### config.mk
export PLATFORM = sky130hd
export DESIGN_NAME = tdc_opcode_command_handler
export DESIGN_NICKNAME = d
export VERILOG_FILES = /design/src/rtl/tdc_opcode_command_handler.v
export VERILOG_INCLUDE_DIRS = /design/src /design/src/rtl
export SDC_FILE = /design/constraint.sdc
export NUM_CORES = 2
export LEC_CHECK = 0
export BUFFER_PORTS_ARGS = -buffer_cell sky130_fd_sc_hd__clkbuf_2
export CAP_MARGIN = 20
export CORE_MARGIN = 8
export CORE_UTILIZATION = 46
export CTS_CLUSTER_DIAMETER = 100
export CTS_CLUSTER_SIZE = 14
export DETAILED_ROUTE_END_ITERATION = 8
export GPL_ROUTABILITY_DRIVEN = 1
export PLACE_DENSITY_LB_ADDON = 0.12
export SYNTH_ARGS = -nofsm -noshare
export SYNTH_HDL_FRONTEND = slang
export SYNTH_SLANG_ARGS = --single-unit
### constraint.sdc
create_clock -name i_clock -period 59.9 [get_ports i_clock]
set_clock_uncertainty 0.05 [all_clocks]
set_input_delay 5.99 -clock i_clock [delete_from_list [all_inputs] [get_ports i_clock]]
set_output_delay 5.99 -clock i_clock [all_outputs]
set_load 0.02 [all_outputs]
### src/rtl/tdc_cmd_consts.vh
// constants for the opcode command handler
`ifndef TDC_CMD_CONSTS_VH
`define TDC_CMD_CONSTS_VH

// apb byte addresses
`define ADDR_PORT 12'h000
`define ADDR_STATUS 12'h004

// status register fields
`define ST_CMD_LSB 0
`define ST_LEFT_LSB 8
`define ST_WAIT_WR_BIT 12
`define ST_WAIT_RD_BIT 13
`define ST_SHIFT_BIT 14

// opcode upper bytes
`define OP_RD_PATTERN 8'h47
`define OP_SET_OFFSET 8'h50
`define OP_RD_OFFSET 8'h51
`define OP_SET_ADJ 8'h52
`define OP_RD_ADJ 8'h53
`define OP_SET_RC 8'h54
`define OP_RD_RC 8'h55
`define OP_SAVE_RC 8'h56
`define OP_RD_ID 8'h60
`define OP_RD_FW 8'h61
`define OP_RESET_LOOPS 8'h62
`define OP_WR_SCAN 8'h70
`define OP_RD_SCAN 8'h71
`define OP_LOAD_SCAN 8'h72
`define OP_LOAD_DEFAULT 8'h73
`define OP_RD_ERRORS 8'h74
`define OP_RD_LOCK 8'h75
`define OP_RD_STATUS 8'h76
`define OP_LOAD_ONE 8'h77

// widths and sizes
`define COARSE_BITS 11
`define FINE_BITS 5
`define NUM_CHANNELS 128
`define NUM_CHIPS 4
`define ERR_BITS 11
`define CHIP_STATUS_BITS 62
`define SCAN_WORDS 41
`define SCAN_LAST_WORD 8'h28
`define SCAN_CFG_BITS 10'd646
`define SCAN_DEFAULT_WORD 16'h0000

// parameter word counts per opcode
`define WORDS_NONE 3'd0
`define WORDS_ONE 3'd1
`define WORDS_TWO 3'd2
`define WORDS_FOUR 3'd4

`endif

### src/rtl/tdc_opcode_command_handler.v
// opcode port command handler with scan path shadow and serialiser
//
// How it works
// chip pattern read gives two words, channels 0-15 then 16-31, one means enabled.
// after an opcode needing words, wait and execute nothing else until all moved.
// global offset set takes 11-bit coarse word then 5-bit fine word.
// global offset read returns coarse word then fine word, same widths.
// channel adjust set stores low 8 bits of one word, upper bits ignored.
// channel adjust read returns that channel's 8-bit offset in low byte.
// RC adjust set, read and save opcodes do nothing.
// chip identity read returns one 16-bit identification word of chip n.
// firmware read returns one word, release in low byte as major.minor digits.
// reset opcode pulses loop reset of all chips, no words.
// scan path is 646 config bits plus parity, held as 16-bit words.
// parity bit is computed and inserted by hardware when programming.
// scan word write only updates the shadow array.
// scan word read returns the shadow array entry.
// load opcode shifts the shadow array into all chips, no words.
// reload-default opcode shifts default contents into all chips.
// error read returns chip n's 11 error flags in the low bits.
// lock read returns chip n's loop lock state in bit 0.
// status read returns chip n's 62-bit status in four words.
// single load shifts the shadow array into chip n only.
// master delivers written words to the opcode port in order.
// upper opcode byte is the command, low byte the index where used.
`timescale 1ns/1ps
`include "tdc_cmd_consts.vh"

module tdc_opcode_command_handler #(
   parameter [7:0] FW_REVISION = 8'h10
) (
   // clock, reset, enable
   input wire i_clock,
   input wire i_rst,
   input wire i_clk_en,
   // apb slave
   input wire i_psel,
   input wire i_penable,
   input wire i_pwrite,
   input wire [11:0] i_paddr,
   input wire [31:0] i_pwdata,
   output wire o_pready,
   output reg [31:0] o_prdata,
   output wire o_pslverr,
   // chip readback, same clock domain
   input wire [`NUM_CHANNELS-1:0] i_chan_enable,
   input wire [`NUM_CHIPS*16-1:0] i_chip_id,
   input wire [`NUM_CHIPS*`ERR_BITS-1:0] i_chip_errors,
   input wire [`NUM_CHIPS-1:0] i_dll_lock,
   input wire [`NUM_CHIPS*`CHIP_STATUS_BITS-1:0] i_chip_status,
   // offsets to the chips
   output wire [`COARSE_BITS-1:0] o_coarse_offset,
   output wire [`FINE_BITS-1:0] o_fine_offset,
   output reg o_adj_strobe,
   output reg [6:0] o_adj_channel,
   output reg [7:0] o_adj_value,
   // loop reset
   output reg o_loop_reset,
   // setup scan path serial stream
   output reg o_scan_valid,
   output reg o_scan_data,
   output reg o_scan_last,
   output reg [`NUM_CHIPS-1:0] o_scan_chips
);

   localparam [3:0] ST_IDLE = 4'b0001;
   localparam [3:0] ST_WR = 4'b0010;
   localparam [3:0] ST_RD = 4'b0100;
   localparam [3:0] ST_SHIFT = 4'b1000;

   reg [3:0] state;
   reg [7:0] cmd;
   reg [7:0] idx;
   reg [2:0] words_left;
   reg [1:0] word_num;
   reg [`COARSE_BITS-1:0] coarse;
   reg [`FINE_BITS-1:0] fine;
   reg [7:0] adj [0:`NUM_CHANNELS-1];
   reg [15:0] shadow [0:`SCAN_WORDS-1];
   reg ack;
   reg err_q;
   reg [9:0] shift_cnt;
   reg parity;
   reg use_default;
   reg [`NUM_CHIPS-1:0] chip_mask;
   reg [15:0] rd_word;
   reg [15:0] src_word;
   reg scan_bit;
   reg [31:0] status_word;
   integer i;

   wire access = i_psel & i_penable & ~ack;
   wire hit_port = ({i_paddr[11:2], 2'b00} == `ADDR_PORT);
   wire hit_status = ({i_paddr[11:2], 2'b00} == `ADDR_STATUS);
   wire [1:0] chip = idx[1:0];
   wire idx_ok = (idx <= `SCAN_LAST_WORD);

   // opcode byte and per-chip readback slices
   wire [7:0] op_in = i_pwdata[15:8];
   wire [31:0] pattern_sel = i_chan_enable[{chip, 5'h00} +: 32];
   wire [`CHIP_STATUS_BITS-1:0] status_sel = i_chip_status[chip*`CHIP_STATUS_BITS +: `CHIP_STATUS_BITS];
   wire [`ERR_BITS-1:0] errors_sel = i_chip_errors[chip*`ERR_BITS +: `ERR_BITS];

   // number of parameter words for an opcode
   function [2:0] param_count;
      input [7:0] op;
      begin
         case (op)
            `OP_RD_PATTERN: param_count = `WORDS_TWO;
            `OP_SET_OFFSET: param_count = `WORDS_TWO;
            `OP_RD_OFFSET: param_count = `WORDS_TWO;
            `OP_SET_ADJ: param_count = `WORDS_ONE;
            `OP_RD_ADJ: param_count = `WORDS_ONE;
            `OP_RD_ID: param_count = `WORDS_ONE;
            `OP_RD_FW: param_count = `WORDS_ONE;
            `OP_WR_SCAN: param_count = `WORDS_ONE;
            `OP_RD_SCAN: param_count = `WORDS_ONE;
            `OP_RD_ERRORS: param_count = `WORDS_ONE;
            `OP_RD_LOCK: param_count = `WORDS_ONE;
            `OP_RD_STATUS: param_count = `WORDS_FOUR;
            `OP_RESET_LOOPS: param_count = `WORDS_NONE;
            `OP_LOAD_SCAN: param_count = `WORDS_NONE;
            `OP_LOAD_DEFAULT: param_count = `WORDS_NONE;
            `OP_LOAD_ONE: param_count = `WORDS_NONE;
            `OP_SET_RC: param_count = `WORDS_NONE;
            `OP_RD_RC: param_count = `WORDS_NONE;
            `OP_SAVE_RC: param_count = `WORDS_NONE;
            default: param_count = `WORDS_NONE;
         endcase
      end
   endfunction

   // opcodes whose words flow from device to master
   function is_read;
      input [7:0] op;
      begin
         case (op)
            `OP_RD_PATTERN: is_read = 1'b1;
            `OP_RD_OFFSET: is_read = 1'b1;
            `OP_RD_ADJ: is_read = 1'b1;
            `OP_RD_ID: is_read = 1'b1;
            `OP_RD_FW: is_read = 1'b1;
            `OP_RD_SCAN: is_read = 1'b1;
            `OP_RD_ERRORS: is_read = 1'b1;
            `OP_RD_LOCK: is_read = 1'b1;
            `OP_RD_STATUS: is_read = 1'b1;
            `OP_SET_OFFSET: is_read = 1'b0;
            `OP_SET_ADJ: is_read = 1'b0;
            `OP_WR_SCAN: is_read = 1'b0;
            default: is_read = 1'b0;
         endcase
      end
   endfunction

   assign o_pready = ack;
   assign o_pslverr = ack & err_q;
   assign o_coarse_offset = coarse;
   assign o_fine_offset = fine;

   // word handed to the master on a read phase
   always @* begin
      rd_word = 16'h0000;
      case (cmd)
         `OP_RD_PATTERN: begin
            if (word_num[0])
               rd_word = pattern_sel[31:16];
            else
               rd_word = pattern_sel[15:0];
         end
         `OP_RD_OFFSET: begin
            if (word_num == 2'd0)
               rd_word = {5'h00, coarse};
            else
               rd_word = {11'h000, fine};
         end
         `OP_RD_ADJ: rd_word = {8'h00, adj[idx[6:0]]};
         `OP_RD_ID: rd_word = i_chip_id[{chip, 4'h0} +: 16];
         `OP_RD_FW: rd_word = {8'h00, FW_REVISION};
         `OP_RD_SCAN: begin
            if (idx_ok)
               rd_word = shadow[idx[5:0]];
         end
         `OP_RD_ERRORS: rd_word = {5'h00, errors_sel};
         `OP_RD_LOCK: rd_word = {15'h0000, i_dll_lock[chip]};
         `OP_RD_STATUS: begin
            // low 16 bits first, top word padded with zeros
            case (word_num)
               2'd0: rd_word = status_sel[15:0];
               2'd1: rd_word = status_sel[31:16];
               2'd2: rd_word = status_sel[47:32];
               default: rd_word = {2'b00, status_sel[61:48]};
            endcase
         end
         default: rd_word = 16'h0000;
      endcase
   end

   // status register image
   always @* begin
      status_word = 32'h00000000;
      status_word[`ST_CMD_LSB +: 8] = cmd;
      status_word[`ST_LEFT_LSB +: 3] = words_left;
      status_word[`ST_WAIT_WR_BIT] = (state == ST_WR);
      status_word[`ST_WAIT_RD_BIT] = (state == ST_RD);
      status_word[`ST_SHIFT_BIT] = (state == ST_SHIFT);
   end

   // next scan bit, word 0 bit 0 first
   always @* begin
      if (use_default)
         src_word = `SCAN_DEFAULT_WORD;
      else
         src_word = shadow[shift_cnt[9:4]];
      scan_bit = src_word[shift_cnt[3:0]];
   end

   always @(posedge i_clock or posedge i_rst) begin
      if (i_rst) begin
         state <= ST_IDLE;
         cmd <= 8'h00;
         idx <= 8'h00;
         words_left <= 3'd0;
         word_num <= 2'd0;
         coarse <= {`COARSE_BITS{1'b0}};
         fine <= {`FINE_BITS{1'b0}};
         ack <= 1'b0;
         err_q <= 1'b0;
         o_prdata <= 32'h00000000;
         shift_cnt <= 10'd0;
         parity <= 1'b0;
         use_default <= 1'b0;
         chip_mask <= 4'h0;
         o_adj_strobe <= 1'b0;
         o_adj_channel <= 7'h00;
         o_adj_value <= 8'h00;
         o_loop_reset <= 1'b0;
         o_scan_valid <= 1'b0;
         o_scan_data <= 1'b0;
         o_scan_last <= 1'b0;
         o_scan_chips <= 4'h0;
         for (i = 0; i < `NUM_CHANNELS; i = i + 1) begin
            adj[i] <= 8'h00;
         end
         for (i = 0; i < `SCAN_WORDS; i = i + 1) begin
            shadow[i] <= 16'h0000;
         end
      end else if (i_clk_en) begin
         ack <= 1'b0;
         o_adj_strobe <= 1'b0;
         o_loop_reset <= 1'b0;
         o_scan_valid <= 1'b0;
         o_scan_last <= 1'b0;
         // bus answered one cycle after access; held off while shifting
         if (access && (state != ST_SHIFT)) begin
            ack <= 1'b1;
            err_q <= 1'b0;
            o_prdata <= 32'h00000000;
            if (hit_status) begin
               if (!i_pwrite)
                  o_prdata <= status_word;
            end else if (hit_port) begin
               case (state)
                  ST_IDLE: begin
                     if (i_pwrite) begin
                        cmd <= op_in;
                        idx <= i_pwdata[7:0];
                        word_num <= 2'd0;
                        words_left <= param_count(op_in);
                        if (param_count(op_in) != `WORDS_NONE) begin

                           if (is_read(op_in))
                              state <= ST_RD;
                           else
                              state <= ST_WR;
                        end else begin
                           case (op_in)
                              `OP_RESET_LOOPS: o_loop_reset <= 1'b1;
                              `OP_LOAD_SCAN: begin
                                 chip_mask <= 4'hf;
                                 use_default <= 1'b0;
                                 shift_cnt <= 10'd0;
                                 parity <= 1'b0;
                                 state <= ST_SHIFT;
                              end
                              `OP_LOAD_DEFAULT: begin
                                 chip_mask <= 4'hf;
                                 use_default <= 1'b1;
                                 shift_cnt <= 10'd0;
                                 parity <= 1'b0;
                                 state <= ST_SHIFT;
                              end
                              `OP_LOAD_ONE: begin
                                 chip_mask <= 4'h1 << i_pwdata[1:0];
                                 use_default <= 1'b0;
                                 shift_cnt <= 10'd0;
                                 parity <= 1'b0;
                                 state <= ST_SHIFT;
                              end
                              `OP_SET_RC, `OP_RD_RC, `OP_SAVE_RC: state <= ST_IDLE;
                              default: state <= ST_IDLE;
                           endcase
                        end
                     end
                  end
                  ST_WR: begin
                     if (!i_pwrite) begin
                        err_q <= 1'b1;
                     end else begin

                        case (cmd)
                           `OP_SET_OFFSET: begin
                              if (word_num == 2'd0)
                                 coarse <= i_pwdata[`COARSE_BITS-1:0];
                              else
                                 fine <= i_pwdata[`FINE_BITS-1:0];
                           end
                           `OP_SET_ADJ: begin
                              adj[idx[6:0]] <= i_pwdata[7:0];
                              o_adj_strobe <= 1'b1;
                              o_adj_channel <= idx[6:0];
                              o_adj_value <= i_pwdata[7:0];
                           end
                           `OP_WR_SCAN: begin
                              if (idx_ok)
                                 shadow[idx[5:0]] <= i_pwdata[15:0];
                           end
                           default: err_q <= 1'b0;
                        endcase
                        word_num <= word_num + 2'd1;
                        words_left <= words_left - 3'd1;
                        if (words_left == 3'd1)
                           state <= ST_IDLE;
                     end
                  end
                  ST_RD: begin
                     if (i_pwrite) begin
                        err_q <= 1'b1;
                     end else begin
                        o_prdata <= {16'h0000, rd_word};
                        word_num <= word_num + 2'd1;
                        words_left <= words_left - 3'd1;
                        if (words_left == 3'd1)
                           state <= ST_IDLE;
                     end
                  end
                  default: state <= ST_IDLE;
               endcase
            end else begin
               err_q <= 1'b1;
            end
         end
         // serialise the setup scan path
         if (state == ST_SHIFT) begin
            o_scan_valid <= 1'b1;
            o_scan_chips <= chip_mask;
            if (shift_cnt < `SCAN_CFG_BITS) begin
               o_scan_data <= scan_bit;
               parity <= parity ^ scan_bit;
               shift_cnt <= shift_cnt + 10'd1;
            end else begin
               o_scan_data <= parity;
               o_scan_last <= 1'b1;
               state <= ST_IDLE;
            end
         end
      end
   end

endmodule // tdc_opcode_command_handler

== Word level (Yosys, flattened, before mapping) ==
Index checks and enable logic that the tools add are counted.
Operators by class
  add/sub/neg operators: 3
  multiply operators: 2
  div/mod/pow operators: 0
  magnitude comparators: 9
  equal/unequal tests: 40
  shifts and indexed selects: 5
  muxes and demuxes: 108
  bitwise operators: 11
  reductions and logical operators: 25
Operators with widths (number)
  1024-bit bitwise mux: 1
  656-bit bitwise mux: 1
  248-bit by 9-bit indexed part select with 62-bit output: 1
  8-bit by 7-bit == test with 1-bit output, second input constant: 28
  16-bit binary-select mux with 6-bit select: 2
  16-bit two-way mux: 11
  16-bit one-hot mux with 9 select lines: 1
  128-bit by 8-bit indexed part select with 32-bit output: 1
  16-bit demux with 6-bit select: 1
  10-bit two-way mux: 9
  64-bit by 7-bit indexed part select with 16-bit output: 1
  8-bit binary-select mux with 7-bit select: 1
  8-bit demux with 7-bit select: 1
  16-bit one-hot mux with 3 select lines: 1
  8-bit AND reduction: 6
  44-bit by 7-bit indexed part select with 11-bit output: 1
  1-bit two-way mux: 41
  4-bit two-way mux: 10
  32-bit two-way mux: 1
  3-bit two-way mux: 9
  8-bit two-way mux: 3
  3-bit one-hot mux with 3 select lines: 2
  4-bit one-hot mux with 2 select lines: 2
  15-bit two-way mux: 1
  other kinds (48): 67
Word-level totals
  register bits: 1795
  bits in latches: 0
  RAM bits: 0
  memory bits (read-only): 0
  bits of input ports: 538
  output and inout bits: 74
  word-level logic and storage cells: 394
  memories kept: 0

== Longest topological paths before layout ==
  depth after elaboration: 26
  mapped depth: 14
  depth with buffers taken out: 10

== Least setup slack after synthesis ==
Ideal clock, no wire load.
  path kind: in2reg
  start point: input port i_paddr[9]
  end point: register adj[0] (netlist name)
  setup time: 125 ps
  arrival time: 8441 ps
  data required time: 59725 ps
  path slack: 51284 ps
  cell stages on the path: 10
  buffers on the path: 2
  cells stage by stage: nor4_1 -> nand3_1 -> nor3_2 -> nand2_2 -> nor4_4 -> buf_6 -> nand2_4 -> buf_6 -> nor2_4 -> mux2_2
Between the ends
  cells in the longest elaborated chain, start to end: 3
  elaborated cells between the ends (all ways): 4
  classes of those cells: eq/ne: 1; bitwise: 1; reduce/logical: 2
RTL lines
  from (decl): line tdc_opcode_command_handler.v:40  | input wire [11:0] i_paddr,
  10-bit by 1-bit == test with 1-bit output (no source line)
  1-bit NOT (no source line)
  7-bit AND reduction (no source line) (*)
  to (signal, indexed assignment): line tdc_opcode_command_handler.v:318  | adj[idx[6:0]] <= i_pwdata[7:0];
  to (decl): line tdc_opcode_command_handler.v:78  | reg [7:0] adj [0:`NUM_CHANNELS-1];
Every way passes the cells marked *; elsewhere a longest branch is shown, timed or not.
A chain may end at the register's enable or synchronous reset.

==> results by group <==
Status
  • Outcome: completed

Worst setup path
  • Crit start category: primary input
  • CP delay by family, top: buffers and inverters
  • Crit-path slowest cell: buf_4
  • Critical-path cell list: clkbuf_2 -> inv_8 -> buf_4 -> buf_4 -> buf_12 -> buf_12 -> buf_4 -> buf_16
  • CP Max Fanout: around 170
  • CP Capture Type: asynchronous set/reset pin
  • Crit Path Class: in -> async
  • Arrival time at the worst endpoint: 10.92 ns
  • CP Buf/Inv Count: 8
  • Worst path most repeated cell: buf_4
  • Setup slack, reg-to-reg: 53.69 ns
  • Critical Path Max Stage Delay: about 0.8 ns
  • Crit path required time: 60.81 ns

Yosys
  • Largest family of logic cells by synthesized area: multiplexers
  • Post-Synthesis Cells: between 6,000 and 7,000
  • Mux contribution to synthesized area: between 30 and 40%
  • EDFF count, synth: 0
  • Post-synth ARST share: between 90% and 100%
  • #FFs+latches synth: approximately 1,800
  • Dominant synthesized flop cell: dfrtp_1
  • Synth top area cells: dfrtp_1 49%, mux2_2 23%, mux4_2 7.4%
  • Cell Area, Synth: roughly 0.090 sq mm
  • Avg Cell Area, Syn: between 10 and 15 sq um
  • Synthesized-area fraction occupied by adder cells: less than 1%
  • YS warnings: 0
  • Synth Area in Compound Gates: 10.20%
  • Top-area cell type share of the netlist area: approximately 49%
  • Synth cell types: 95
  • Synth area leader: dfrtp_1
  • Fraction of the mapped netlist area in simple logic gates: between 4 and 5%
  • XOR/XNOR share of the synthesized area: 0%
  • Post-synthesis sequential area ratio: 49.23%

STA
  • FMAX: roughly 100 MHz
  • Final Max Slew Viols: 0
  • Final setup violation count: 0
  • Final Hold Fails: 0
  • Fin Setup TNS: 0 ns
  • Max-slew headroom: 20.28%
  • Hold_ws: ~0.43 ns
  • Period utilization: between 10% and 20%
  • Final Critical Period: about 10 ns
  • Unrepaired setup endpoints after global routing: false
  • Worst Tran Pin Value: between 1 and 1.5 ns

Power
  • Max IR drop VDD: between 30 and 40 uV
  • P_leak: between 40 and 50 nW
  • Switch Pwr: ~0.53 mW
  • Seq pwr share: 54.6%
  • Combinational Power Share: 4.7%
  • Int Pwr: ~1.7 mW
  • Sw Share: 23.92%
  • Clock power share: between 40% and 50%
  • Power per cell area: about 22 mW/mm^2

Floorplanning
  • Initial core utilization: ~46%
  • Core Rows: 162
  • Core Box Area: 0.1952 sq mm
  • Die height: approximately 460 microns
  • IO Count: around 610
  • Die width: around 460 microns
  • Die area: about 0.21 sq mm

Clocking
  • CTS Buf Count: between 100 and 150
  • Post-CTS Setup Inserts: 0
  • Hold_buf cts: 0
  • CTS H-Tree Depth: 4
  • CTS tree: done
  • Skew-Pair Late Insertion Delay: a little over 0.8 ns
  • CTS max path bufs: 3
  • Cts repair resizes: 0
  • CTS Root Cell: clkbuf_16
  • Clk sinks: between 1,500 and 2,000
  • Clock slew at reported path FFs: around 0.07 ns

Route
  • Via/cell ratio: a little under 7
  • Avg WL per Cell: around 37 microns
  • Drt total wl: 359.2 mm
  • Final ANT Viol Nets: 0
  • Detailed Route Iter0 Violations: about 7,600
  • DR vias: 65,500
  • DRT Pass-1 Iters: 7
  • DRC Markers: 0

Global route
  • First-pass GRT wire length: between 500 and 600 mm
  • Largest net degree at the start of global routing: approximately 180
  • Initial antenna violation count: 47
  • GRT Total Usage: between 30% and 40%
  • Vias in the first global route: 65,250
  • Total grt overflow: 0

Placed design
  • Gp weighted congestion: ~0.97
  • Hpwl dp: around 230 mm
  • IO Port Bufs: between 500 and 600

Cells and area
  • Layout net count: 7,560
  • Syn-to-layout area delta: 10.03%
  • Filler cell count: 17,100
  • Layout cells sized above 1: a little under half

Run
  • Max Cap Viol: 0

Worst hold path
  • HP Class: reg -> reg
[flip-flops by register name, indices dropped and copies added (netlist names), 2 cells and up]
signal	cells
shift_cnt	10
o_prdata	16
cmd	8
o_coarse_offset	11
o_scan_chips	4
words_left	3
adj	1024
chip_mask	4
state	4
word_num	2
o_adj_channel	7
shadow	656
o_fine_offset	5
o_adj_value	8
idx	8
[cells in the final DEF (no fill, tap or decap), types with 74 or more instances in the layout]
| cell | n |
|---|---|
| mux2_2 | 1859 |
| dfrtp_1 | 1768 |
| clkbuf_2 | 570 |
| a22oi_1 | 311 |
| mux4_2 | 298 |
| a221oi_1 | 216 |
| a21oi_1 | 206 |
| mux2i_1 | 192 |
| nand2_1 | 180 |
| buf_4 | 151 |
| clkbuf_16 | 149 |
| o21ai_0 | 135 |
| nor2_1 | 127 |
| nor2_2 | 102 |
| a22o_1 | 74 |
[worst register-to-register path, cell delays in order, from the launching register on]
cell      delay [ns]
dfrtp_4         0.71
buf_4           0.58
buf_4           0.56
nor3_2          0.15
buf_4           0.28
buf_4           0.33
a221oi_1        0.39
a31oi_1         0.41
nor4_1          0.74
o221ai_1        0.49
a31oi_1         0.54
a21oi_1         0.42
or3_1           0.47
[logic make-up (layout without fill, tap and decap cells)]
group,count (synthesis),in the layout
adder cells (fa/ha/maj),7,7
flip-flops,1779,1779
AO/OA/AOI/OAI,1265,1265
other,1,30
AND/OR/NAND/NOR,676,676
buffers and inverters,665,945
multiplexers,2353,2353
[power groups by stage]
stage / registers, mW / logic, mW / clock network (mW)
finish: 1.20 / 0.102 / 0.897
global placement: 1.23 / 0.0993 / 0
global route: 1.20 / 0.110 / 0.951
floorplan: 1.23 / 0.0528 / 0
detailed placement: 1.23 / 0.101 / 0
CTS: 1.20 / 0.101 / 0.912
[Yosys cell counts (all sizes together) (8+ instances only)]
library cell	n
a2111oi	8
a211oi	21
a21oi	206
a221o	21
a221oi	216
a222oi	23
a22o	74
a22oi	311
a31oi	51
a41oi	13
and2	8
and3	10
buf	274
clkbuf	365
dfrtp	1778
inv	23
mux2	1859
mux2i	192
mux4	302
nand2	221
nand2b	13
nand3	29
nand4	23
nor2	262
nor2b	17
nor3	30
nor3b	9
nor4	13
o211ai	34
o21ai	137
o221ai	45
o22ai	18
o311ai	8
[layer usage]
metal	GRT usage [%]	part of all wire [%]	vias up
met5	0	0.022	-
met4	13.25	4.6	12
met3	7.656	8.8	699
met2	49.14	44	3242
met1	47.37	43	35270
li1	-	-	26280
[metrics by stage]
step	worst slack, ns	utilization (%)	cell area [sq um]	power (mW)	std cells
detailed placement	48.72	48.87	95390	1.326	9486
global route	49.32	50.95	99460	2.262	9666
global placement	48.82	48.85	95360	1.325	9485
floorplan	3.639	-	90480	1.281	6761
CTS	49.58	50.88	99320	2.215	9659
finish	49.88	50.97	99490	2.201	9679
[final timing paths]
path | start | to | cells after the start
max | i_rst | adj[134] | 8
min | o_prdata[11] | o_prdata[11] | 2
max reg2reg | idx[0] | o_prdata[4] | 12
min reg2reg | o_prdata[11] | o_prdata[11] | 2
max in group i_clock | i_paddr[9] | adj[369] | 10
min in group asynchronous | i_rst | o_adj_value[3] | 2
[area by class of cell]
| cell class | count | area, sq um | share of cell area, % |
|---|---|---|---|
| Clock inverter | 13 | 157.7 | 0.1585 |
| Multi-Input combinational cell | 4317 | 43130 | 43.35 |
| Timing Repair Buffer | 746 | 4462 | 4.485 |
| Tap cell | 2624 | 3283 | 3.300 |
| Sequential cell | 1779 | 44550 | 44.77 |
| Clock buffer | 160 | 3770 | 3.789 |
| Inverter | 26 | 107.6 | 0.1082 |
| Antenna cell | 14 | 35.03 | 0.03521 |
No activity file was read; power rests on OpenSTA's default activity.
